`src/part_params.svh`:
```
/*
  Constants of the auto-reload PWM timer: register byte offsets,
  field positions and reset values.
  Assumes it is included by bare name before the package.
*/
`ifndef PART_PARAMS_SVH
`define PART_PARAMS_SVH

// ----------------------------------------------------------------
// Register byte offsets
// ----------------------------------------------------------------
`define PART_OFS_CSR 6'h00
`define PART_OFS_CAR 6'h04
`define PART_OFS_ARR 6'h08
`define PART_OFS_PCR 6'h0c
`define PART_OFS_DC0 6'h10
`define PART_OFS_CCS 6'h20
`define PART_OFS_CV0 6'h24

// ----------------------------------------------------------------
// Control/status fields
// ----------------------------------------------------------------
`define PART_CSR_EXT_CLOCK_SELECT 7
`define PART_CSR_CCHI 6
`define PART_CSR_CCLO 4
`define PART_CSR_TCE 3
`define PART_CSR_FORCE_RELOAD 2
`define PART_CSR_OIE 1
`define PART_CSR_OVF 0

// ----------------------------------------------------------------
// Capture control/status fields
// ----------------------------------------------------------------
`define PART_CCS_EDGE 4
`define PART_CCS_IE 2
`define PART_CCS_FLAG 0

// ----------------------------------------------------------------
// Reset value and counter maximum
// ----------------------------------------------------------------
`define PART_RST_BYTE 8'h00
`define PART_CNT_MAX 8'hff

`endif

```
`src/part_pkg.sv`:
```
/*
  Types of the auto-reload PWM timer.
  Assumes the parameter header is on the include path.
*/
`include "part_params.svh"

package part_pkg;

  // ----------------------------------------------------------------
  // Wishbone request as driven by the master
  // ----------------------------------------------------------------
  typedef struct packed {
    logic cyc;
    logic stb;
    logic we;
    logic [3:0] sel;
    logic [5:0] adr;
    logic [31:0] dat;
  } part_wb_req_t;

  // ----------------------------------------------------------------
  // Control/status register fields, bit 7 first
  // ----------------------------------------------------------------
  typedef struct packed {
    logic extClockSelect;
    logic [2:0] prescaleSelect;
    logic countEnableBit;
    logic overflowIrqOn;
  } part_ctrl_t;

endpackage : part_pkg

```
`src/part_timer.sv`:
```
/*
  Auto-reload PWM timer: prescaler, 8-bit counter, four PWM
  channels, two capture channels and a classic Wishbone slave.
  Assumes pins are synchronous to ref_clk and that the halt mode
  input comes from the power controller.
*/
// Behaviour
// - Counter advances on each prescaler tick.
// - Overflow reloads counter, prescaler untouched.
// - Overflow is FFh to reload value.
// - Counter readable and writable while running.
// - Prescaler divides by two to the select.
// - Clock select chooses CPU or pin clock.
// - Enable low freezes prescaler and counter.
// - Reset clears counter, prescaler, clock select.
// - Force reload (written with enable set) or counter write clears prescaler.
// - Force reload bit reads as zero.
// - Compare shadows load from duty at overflow.
// - Output enable makes pin a PWM driver.
// - Shared period is 256 minus reload.
// - Overflow sets level, match restores it.
// - High at or below compare, polarity inverts.
// - PWM halts in halt mode.
// - Overflow sets flag and optional interrupt.
// - Reading control/status clears overflow flag.
// - Events counted equal 256 minus reload, times two to the select.
// - Two captures latch counter on pin edge.
// - Edge select, interrupt enable, capture flag.
// - Captures blocked until value is read.
// - Capture interrupt follows flag and enable.
// - Timer events can wake the processor.
`timescale 1ns/10ps

module part_timer
  import part_pkg::*;
#(
  parameter int CHANNELS = 4,
  parameter int CAPTURES = 2
) (
  input wire logic ref_clk,
  input wire logic resetn,
  input wire part_wb_req_t wbReq,
  output logic [31:0] wbDatO,
  output logic wbAck,
  input wire logic extClockInput,
  input wire logic haltMode,
  input wire logic [CAPTURES-1:0] captureInPin,
  output logic [CHANNELS-1:0] pwmOutPin,
  output logic [CHANNELS-1:0] pwmOutPinOe,
  output logic overflowIrq,
  output logic [CAPTURES-1:0] captureIrq,
  output logic wakeUp
);

  // ----------------------------------------------------------------
  // Decoding helper
  // ----------------------------------------------------------------
  function automatic logic hit(input logic [5:0] a,
                               input logic [5:0] o);
    hit = (a[5:2] == o[5:2]);
  endfunction : hit

  // ----------------------------------------------------------------
  // State
  // ----------------------------------------------------------------
  part_ctrl_t ctrl_r;
  logic ovf_r;
  logic [7:0] cnt_r, cnt_nxt;
  logic [6:0] presc_r, presc_nxt;
  logic [7:0] arr_r;
  logic [3:0] oe_r, pol_r;
  logic [7:0] duty_r [CHANNELS];
  logic [7:0] shadow_r [CHANNELS];
  logic [CHANNELS-1:0] pwmLvl_r;
  logic [CAPTURES-1:0] edgeSel_r, capIe_r, capFlag_r, capPrev_r;
  logic [7:0] capVal_r [CAPTURES];
  logic extPrev_r;
  logic ack_r;
  logic [31:0] datO_r;

  // ----------------------------------------------------------------
  // Bus decode
  // ----------------------------------------------------------------
  wire req = wbReq.cyc & wbReq.stb;
  wire wbWr = req & ack_r & wbReq.we & wbReq.sel[0];
  wire wbRd = req & ack_r & ~wbReq.we;
  wire [7:0] wd = wbReq.dat[7:0];
  wire csrWr = wbWr & hit(wbReq.adr, `PART_OFS_CSR);
  wire csrRd = wbRd & hit(wbReq.adr, `PART_OFS_CSR);
  wire carWr = wbWr & hit(wbReq.adr, `PART_OFS_CAR);
  wire fcrlHit = csrWr & wd[`PART_CSR_FORCE_RELOAD] & wd[`PART_CSR_TCE];

  // ----------------------------------------------------------------
  // Prescaler and counter
  // ----------------------------------------------------------------
  // Halt stops every count: the CPU clock is gone and the pin clock
  // is not guaranteed, so nothing may creep forward meanwhile.
  wire extRise = extClockInput & ~extPrev_r;
  wire inTick = ctrl_r.extClockSelect ? extRise : 1'b1;
  wire run = ctrl_r.countEnableBit & ~haltMode;
  wire [6:0] tapMask = 7'(8'h01 << ctrl_r.prescaleSelect) - 7'h01;
  wire tapHit = (presc_r & tapMask) == tapMask;
  wire cntTick = run & inTick & tapHit;
  wire ovfEvt = cntTick & (cnt_r == `PART_CNT_MAX);
  wire busLoad = carWr | fcrlHit;

  always_comb begin
    cnt_nxt = cnt_r;
    if (carWr) begin
      cnt_nxt = wd;
    end else if (fcrlHit || ovfEvt) begin
      cnt_nxt = arr_r;
    end else if (cntTick) begin
      cnt_nxt = cnt_r + 8'h01;
    end
  end

  always_comb begin
    presc_nxt = presc_r;
    if (busLoad) begin
      presc_nxt = 7'h00;
    end else if (run && inTick) begin
      presc_nxt = presc_r + 7'h01;
    end
  end

  always_ff @(posedge ref_clk or negedge resetn) begin
    if (!resetn) begin
      cnt_r <= `PART_RST_BYTE;
      presc_r <= 7'h00;
      extPrev_r <= 1'b0;
    end else begin
      cnt_r <= cnt_nxt;
      presc_r <= presc_nxt;
      extPrev_r <= extClockInput;
    end
  end

  // ----------------------------------------------------------------
  // Control registers
  // ----------------------------------------------------------------
  always_ff @(posedge ref_clk or negedge resetn) begin
    if (!resetn) begin
      ctrl_r <= '0;
      arr_r <= `PART_RST_BYTE;
      oe_r <= 4'h0;
      pol_r <= 4'h0;
      edgeSel_r <= '0;
      capIe_r <= '0;
    end else if (wbWr) begin
      if (hit(wbReq.adr, `PART_OFS_CSR)) begin
        ctrl_r <= {wd[`PART_CSR_EXT_CLOCK_SELECT],
                   wd[`PART_CSR_CCHI:`PART_CSR_CCLO],
                   wd[`PART_CSR_TCE], wd[`PART_CSR_OIE]};
      end
      if (hit(wbReq.adr, `PART_OFS_ARR)) begin
        arr_r <= wd;
      end
      if (hit(wbReq.adr, `PART_OFS_PCR)) begin
        oe_r <= wd[7:4];
        pol_r <= wd[3:0];
      end
      if (hit(wbReq.adr, `PART_OFS_CCS)) begin
        edgeSel_r <= wd[`PART_CCS_EDGE +: CAPTURES];
        capIe_r <= wd[`PART_CCS_IE +: CAPTURES];
      end
    end
  end

  // A new overflow in the same cycle as the clearing read wins.
  always_ff @(posedge ref_clk or negedge resetn) begin
    if (!resetn) begin
      ovf_r <= 1'b0;
    end else if (ovfEvt) begin
      ovf_r <= 1'b1;
    end else if (csrRd) begin
      ovf_r <= 1'b0;
    end
  end

  // ----------------------------------------------------------------
  // PWM channels
  // ----------------------------------------------------------------
  genvar g;
  generate
    for (g = 0; g < CHANNELS; g++) begin : gPwm
      wire dutyWr = wbWr & hit(wbReq.adr, 6'(`PART_OFS_DC0 + 4 * g));
      always_ff @(posedge ref_clk or negedge resetn) begin
        if (!resetn) begin
          duty_r[g] <= `PART_RST_BYTE;
          shadow_r[g] <= `PART_RST_BYTE;
          pwmLvl_r[g] <= 1'b0;
        end else begin
          if (dutyWr) begin
            duty_r[g] <= wd;
          end
          if (ovfEvt) begin
            shadow_r[g] <= duty_r[g];
          end
          if (!haltMode) begin
            pwmLvl_r[g] <= (cnt_r <= shadow_r[g]);
          end
        end
      end
      // Polarity flips the pin at once, without waiting for a tick.
      assign pwmOutPin[g] = oe_r[g] & (pwmLvl_r[g] ^ pol_r[g]);
      assign pwmOutPinOe[g] = oe_r[g];
    end
  endgenerate

  // ----------------------------------------------------------------
  // Capture channels
  // ----------------------------------------------------------------
  generate
    for (g = 0; g < CAPTURES; g++) begin : gCap
      wire rise = captureInPin[g] & ~capPrev_r[g];
      wire fall = ~captureInPin[g] & capPrev_r[g];
      wire edgeHit = edgeSel_r[g] ? rise : fall;
      wire valRd = wbRd & hit(wbReq.adr, 6'(`PART_OFS_CV0 + 4 * g));
      always_ff @(posedge ref_clk or negedge resetn) begin
        if (!resetn) begin
          capPrev_r[g] <= 1'b0;
          capFlag_r[g] <= 1'b0;
          capVal_r[g] <= `PART_RST_BYTE;
        end else begin
          capPrev_r[g] <= captureInPin[g];
          if (edgeHit && (!capFlag_r[g] || valRd)) begin
            capVal_r[g] <= cnt_r;
            capFlag_r[g] <= 1'b1;
          end else if (valRd) begin
            capFlag_r[g] <= 1'b0;
          end
        end
      end
      assign captureIrq[g] = capFlag_r[g] & capIe_r[g];
    end
  endgenerate

  assign overflowIrq = ovf_r & ctrl_r.overflowIrqOn;
  assign wakeUp = overflowIrq | (|captureIrq);

  // ----------------------------------------------------------------
  // Read mux and acknowledge
  // ----------------------------------------------------------------
  // Unmapped words read as zero and are still acknowledged, so a
  // stray access never hangs the bus.
  logic [7:0] rdByte;
  always_comb begin
    rdByte = 8'h00;
    if (hit(wbReq.adr, `PART_OFS_CSR)) begin
      rdByte = {ctrl_r.extClockSelect, ctrl_r.prescaleSelect,
                ctrl_r.countEnableBit, 1'b0,
                ctrl_r.overflowIrqOn, ovf_r};
    end
    if (hit(wbReq.adr, `PART_OFS_CAR)) begin
      rdByte = cnt_r;
    end
    if (hit(wbReq.adr, `PART_OFS_ARR)) begin
      rdByte = arr_r;
    end
    if (hit(wbReq.adr, `PART_OFS_PCR)) begin
      rdByte = {oe_r, pol_r};
    end
    for (int i = 0; i < CHANNELS; i++) begin
      if (hit(wbReq.adr, 6'(`PART_OFS_DC0 + 4 * i))) begin
        rdByte = duty_r[i];
      end
    end
    if (hit(wbReq.adr, `PART_OFS_CCS)) begin
      rdByte = 8'({edgeSel_r, capIe_r, capFlag_r});
    end
    for (int i = 0; i < CAPTURES; i++) begin
      if (hit(wbReq.adr, 6'(`PART_OFS_CV0 + 4 * i))) begin
        rdByte = capVal_r[i];
      end
    end
  end

  always_ff @(posedge ref_clk or negedge resetn) begin
    if (!resetn) begin
      ack_r <= 1'b0;
      datO_r <= 32'h0000_0000;
    end else begin
      ack_r <= req & ~ack_r;
      if (req && !ack_r) begin
        datO_r <= {24'h00_0000, rdByte};
      end
    end
  end

  assign wbAck = ack_r;
  assign wbDatO = datO_r;
endmodule : part_timer

```
`config.mk`:
```
export PLATFORM = sky130hd
export DESIGN_NAME = part_timer
export DESIGN_NICKNAME = d
export VERILOG_FILES = /design/src/part_pkg.sv /design/src/part_timer.sv
export VERILOG_INCLUDE_DIRS = /design/src /design/src/src
export SDC_FILE = /design/constraint.sdc
export NUM_CORES = 1
export LEC_CHECK = 0
export BUFFER_PORTS_ARGS = -buffer_cell sky130_fd_sc_hd__buf_2
export CAP_MARGIN = 10
export CORE_UTILIZATION = 25
export CTS_BUF_LIST = sky130_fd_sc_hd__clkbuf_2
export DETAILED_ROUTE_END_ITERATION = 12
export MAX_ROUTING_LAYER = met4
export SETUP_SLACK_MARGIN = 0.1
export SYNTH_ARGS = -nofsm -noshare
export SYNTH_HDL_FRONTEND = slang
export SYNTH_SLANG_ARGS = --single-unit
```
`constraint.sdc`:
```
create_clock -name ref_clk -period 2.2 [get_ports ref_clk]
set_clock_uncertainty 0.05 [all_clocks]
set_input_delay 0.44 -clock ref_clk [delete_from_list [all_inputs] [get_ports ref_clk]]
set_output_delay 0.44 -clock ref_clk [all_outputs]
set_load 0.02 [all_outputs]
```
**After elaboration in Yosys (flattened, before gate mapping)**

Cells that the tools add are included.

- Register bits: 140
- Bits of input ports: 51
- Output and inout bits: 45
- Word-level logic and storage cells: 147

- $add $sub $neg: 3
- Magnitude comparators: 4
- Equality and inequality tests: 12
- Shift operators: 1
- Mux-type cells: 25
- Bitwise gates (word level): 48
- Reduce and logical (&&, ||, !) cells: 21

Operator list:

| cell | count |
|---|---|
| two-way mux 8 bit | 14 |
| bitwise AND 1 bit | 33 |
| <= comparator 8 bit | 4 |
| == test 4 x 3 -> 1 bit, second input constant | 4 |
| two-way mux 7 bit | 2 |
| == test 4 bit, second input constant | 3 |
| two-way mux 1 bit | 9 |
| adder 8 x 1 -> 8 bit, second input constant | 1 |
| == test 4 x 2 -> 1 bit, second input constant | 2 |
| == test 8 bit, second input constant | 1 |
| NOT 1 bit | 8 |
| AND reduction 2 bit | 4 |
| nonzero test 2 bit | 4 |
| adder 7 x 1 -> 7 bit, second input constant | 1 |
| bitwise AND 7 bit | 1 |
| == test 7 bit | 1 |
| << shifter 1 x 3 -> 7 bit, first input constant | 1 |
| subtractor 7 x 1 -> 7 bit, second input constant | 1 |
| == test 4 x 1 -> 1 bit, second input constant | 1 |
| logical AND 1 bit | 4 |
| zero test 4 bit | 1 |
| bitwise XOR 1 bit | 4 |
| zero test 1 bit | 3 |
| logical OR 1 bit | 3 |
| other kinds (3) | 4 |

**Depth between registers and ports, before layout**

- Word-level depth: 12
- Mapped depth: 9
- Gate-level depth less buffers: 8

**Worst setup path before layout**

OpenSTA, ideal clock, no wires.

- Path kind: reg2reg
- Start: reg cnt_r[1]
- End: reg shadow_r[16] (netlist bit)
- Library setup time: 0.127 ns
- Arrival time: 2.017 ns
- Required time: 2.023 ns
- Slack: 0.005 ns
- Stages on the path, launching flop included: 8
- Buffers on the path: 2
- Period minus slack after synthesis: 2.195 ns
- Path through: dfrtp_1 ha_1 nand3_1 or3_1 buf_2 nor3_4 buf_6 mux2_1

- Cells in the longest elaborated chain, start to end: 2

Ends and longest elaborated chain:

| what | line | source |
|---|---|---|
| start: declaration | part_timer.sv:68 | `logic [7:0] cnt_r, cnt_nxt;` |
| start signal: assignment | part_timer.sv:129 | `` cnt_r <= `PART_RST_BYTE; `` |
| start signal: assignment | part_timer.sv:133 | `cnt_r <= cnt_nxt;` |
| == test 8 bit (no line) | -- |  |
| bitwise AND 1 bit | part_timer.sv:104 | `` wire ovfEvt = cntTick & (cnt_r == `PART_CNT_MAX); `` |
| end signal: indexed assignment | part_timer.sv:191 | `` shadow_r[g] <= `PART_RST_BYTE; `` |
| end signal: indexed assignment | part_timer.sv:198 | `shadow_r[g] <= duty_r[g];` |
| end: declaration | part_timer.sv:73 | `logic [7:0] shadow_r [CHANNELS];` |

No other way between the ends.
A chain may end at the register's enable or synchronous reset.

**Worst setup path after layout**

- Start: reg pol_r[1]
- End: out pwmOutPin[1]

- Cells in the longest elaborated chain, start to end: 2

Ends and longest elaborated chain:

| what | line | source |
|---|---|---|
| start: declaration | part_timer.sv:71 | `logic [3:0] oe_r, pol_r;` |
| start signal: assignment | part_timer.sv:161 | `pol_r <= wd[3:0];` |
| bitwise XOR 1 bit | part_timer.sv:206 | `assign pwmOutPin[g] = oe_r[g] & (pwmLvl_r[g] ^ pol_r[g]);` |
| bitwise AND 1 bit | part_timer.sv:206 |  |
| end: declaration | part_timer.sv:48 | `output logic [CHANNELS-1:0] pwmOutPin,` |

No other way between the ends.

==> reports/metrics.csv <==
stage,metric,value,unit
setup_path,r2r_cells,6,
place,pre_cts_ws,-70.4,ps
floorplan,dieHeight,177,um
clocking,insertion_delay,740,ps
global_route,grt_pass1_vias,5981,
routing,remaining_drc_errors,0,
global_route,grt_usage,14.7,%
logic_synthesis,synth.distinct_cells,72,
global_route,grt_use_met3,2.40,%
timing,post-route-period-util,99.3,%
setup_path,cpPeakStageDelay,460,ps
clocking,cts_root_buffer,clkbuf_2,
logic_synthesis,synthSimpleGateAreaFrac,12.1,%
layout,final_common_cell,dfrtp_1,
setup_path,path_cells,xor2_2 > and2_1 > buf_2,
clocking,path_clk_slew,210,ps
logic_synthesis,synth_cells,736,
routing,ant_nets,0,
setup_path,crit_buf_inv,1,
routing,first_pass_iters,5,
layout,diodes,0,
timing,setup_violations,0,
setup_path,cp_max_fo,2,
logic_synthesis,yosys_warnings,0,
clocking,cts.sinks,140,
logic_synthesis,synth-xor-area-share,1.14,%
floorplan,io_pins,96,
floorplan,core-area,30000,um2
logic_synthesis,synth_seq_cells,140,
routing,wl,22100,um
setup_path,arrival,1690,ps
routing,wire_per_inst,17.3,um
power_and_ir_drop,vdd_ir_drop_max,260,uV
routing,routed_via_density,4.78,
global_route,top_usage_layer,met2,
clocking,cts_tree,yes,
global_route,grt_max_degree,55,
setup_path,cp.required,1710,ps
logic_synthesis,synthFlopType,dfrtp_1,
global_route,use_met1,18.8,%
floorplan,start_util,25.7,%
layout,syn2layout_area_growth,24.5,%
power_and_ir_drop,p_leak,0.00465,uW
layout,final_cell_mix,"dfrtp_1 (137), buf_4 (82), mux2_2 (73)",
global_route,gr-usage-met2,23.5,%
layout,finalNetCount,956,
logic_synthesis,synth_top_family_by_area,compound AO/OA/AOI/OAI gates,
timing,rsz0062_at_grt,true,
timing,hold_ws,86.9,ps
logic_synthesis,synth.cell_area,7690,um2
place,placed_area,8750,um2
setup_path,crit_type,register to output port,
place,place_hpwl,16300,um
logic_synthesis,synth.avg_cell_area,10.5,um2
setup_path,end_kind,output port,
clocking,cts_made_buffers,17,
timing,hold_viol,0,
flow_run,max-cap-violations,0,
timing,tns,0,ps
global_route,grt.overflow.total,0,
logic_synthesis,synth-edff-count,0,
timing,slew_viol_final,0,
layout,nFillCells,3076,
routing,drt_iter0_drc,433,
timing,fmaxAchievable,458,MHz
worst_hold_path,hp-class,input pin to asynchronous set/reset pin,
power_and_ir_drop,p_per_area,543,nW/um2
logic_synthesis,synthArstFlopShare,100,%
setup_path,crit_cells,3,
layout,layout-drive-gt1-share,33.0,%
clocking,cts_buffer_depth,2,
timing,worst_slew_pin_slew,543,ps
status,run_status,"complete, no violations",
place,port-buffer-count,42,
logic_synthesis,synthAdderAreaFrac,5.53,%
setup_path,critPathLaunchType,register,
global_route,grt_pass1_wl,34100,um
place,place_congestion,0.917,
routing,vias,6087,
timing,final.min_clock_period,2180,ps
timing,slew_headroom,63.8,%
floorplan,die_x,177,um
timing,worst_slack,15.7,ps
floorplan,dieArea,31500,um2
logic_synthesis,synth.area.mux_share,13.5,%
logic_synthesis,seq_area_frac_synth,45.5,%
power_and_ir_drop,p_total,5200,uW
setup_path,crit_family,flip-flops,
global_route,grt_antenna_before_repair,0,
clocking,cts_htree_levels,4,
floorplan,rows,63,
setup_path,slowest_stage,dfrtp_1,
logic_synthesis,synth_compound_area_share,16.0,%
layout,stdcell_area,9580,um2
## logic make-up after synthesis
logic type / after synthesis
AOI/OAI and AO/OA: 189
and+or+nand+nor: 185
DFF: 140
buffers and inverters: 89
muxes: 88
adders and majority gates: 34
xor gates and xnor gates: 10
other: 1
## flip-flops by register name (all words and copies together), names as in the netlist, 4 cells and up
signal and count:
presc_r 7, ctrl_r 6, duty_r 32, arr_r 8, cnt_r 8, pwmOutPinOe 4, pwmLvl_r 4, capVal_r 16
pol_r 4, wbDatO 8, shadow_r 32
## worst register-to-register path, delay by kind of cell (launching register included)
| family | cells | cell delay [ps] |
|---|---|---|
| compound gates | 2 | 670 |
| flops | 1 | 450 |
| mux | 1 | 320 |
| buf+inv | 2 | 300 |
| simple gates | 1 | 250 |
## final timing paths
| path | from | end | slack [ps] |
|---|---|---|---|
| setup / recovery | pol_r[1]$_DFFE_PN0P_ | pwmOutPin[1] | 20 |
| hold / removal | resetn | shadow_r[23]$_DFFE_PN0P_ | 90 |
| hold reg to reg | capVal_r[8]$_DFFE_PN0P_ | capVal_r[8]$_DFFE_PN0P_ | 460 |
| max in group asynchronous | resetn | capVal_r[10]$_DFFE_PN0P_ | 1290 |
| min in group ref_clk | wbReq[37] | ovf_r$_DFFE_PN0P_ | 90 |
| setup reg to reg | ctrl_r[3]$_DFFE_PN0N_ | shadow_r[0]$_DFFE_PN0P_ | 80 |
## power by group
part / switching (uW) / internal (uW)
Combinational: 474 / 320
Sequential: 65.5 / 2660
Clock: 949 / 735
## routing by layer
metal / up-vias / part of all wire (%)
met5: - / 0
met4: 0 / 2.6
met3: 33 / 3.2
met2: 153 / 49
met1: 3029 / 45
li1: 2872 / -
## through the flow
step	cells	utilization [%]
after floorplan	759	-
after global placement	1207	29.2
after detailed placement	1207	29.2
after CTS	1258	30.9
after global routing	1273	32.0
final	1273	32.0
## layout make-up
cell class                 instances  area [um2]  share of cell area (%)
multi-input combinational        530        3930                    41.0
sequential                       140        3510                    36.6
timing repair buffer             149        1260                    13.2
tap                              390         488                    5.09
clock inverter                    13         175                    1.83
inverter                          33         128                    1.33
clock buffer                      18        90.1                   0.940
## synth_stat cells, drive strengths merged, types with 3 or more instances
| cell type | instances | area, um2 |
|---|---|---|
| nor2 | 36 | 148 |
| xor2 | 9 | 78.8 |
| and2 | 9 | 56.3 |
| o31a | 5 | 43.8 |
| a221oi | 4 | 35.0 |
| mux4 | 5 | 113 |
| ha | 34 | 425 |
| nand3 | 11 | 55.1 |
| o21ai | 61 | 309 |
| nand4 | 13 | 81.3 |
| o22ai | 7 | 43.8 |
| o21a | 10 | 75.1 |
| mux2 | 77 | 867 |
| inv | 31 | 116 |
| nor2b | 10 | 65.1 |
| dfrtp | 140 | 3500 |
| a211oi | 6 | 45.0 |
| nand2 | 63 | 239 |
| o31ai | 5 | 51.3 |
| a32oi | 3 | 26.3 |
| nand2b | 18 | 113 |
| buf | 41 | 283 |
| a21boi | 4 | 30.0 |
| a221o | 4 | 40.0 |
| a31oi | 3 | 18.8 |
| or3 | 3 | 18.8 |
| nor3 | 7 | 46.3 |
| clkbuf | 15 | 60.1 |
| a21oi | 46 | 234 |
| a22oi | 3 | 22.5 |
| mux2i | 6 | 60.1 |
| a21o | 11 | 82.6 |
| and3 | 4 | 25.0 |
## repair_timing
action,CTS,global route
hold buffers,10,0
setup endpoints to repair,30,50
pin swaps,6,6
buffers inserted,10,11
gates resized for setup,19,40
endpoints found under the hold margin,160,0
gates cloned,0,4
(Power assumes the default switching activity.)
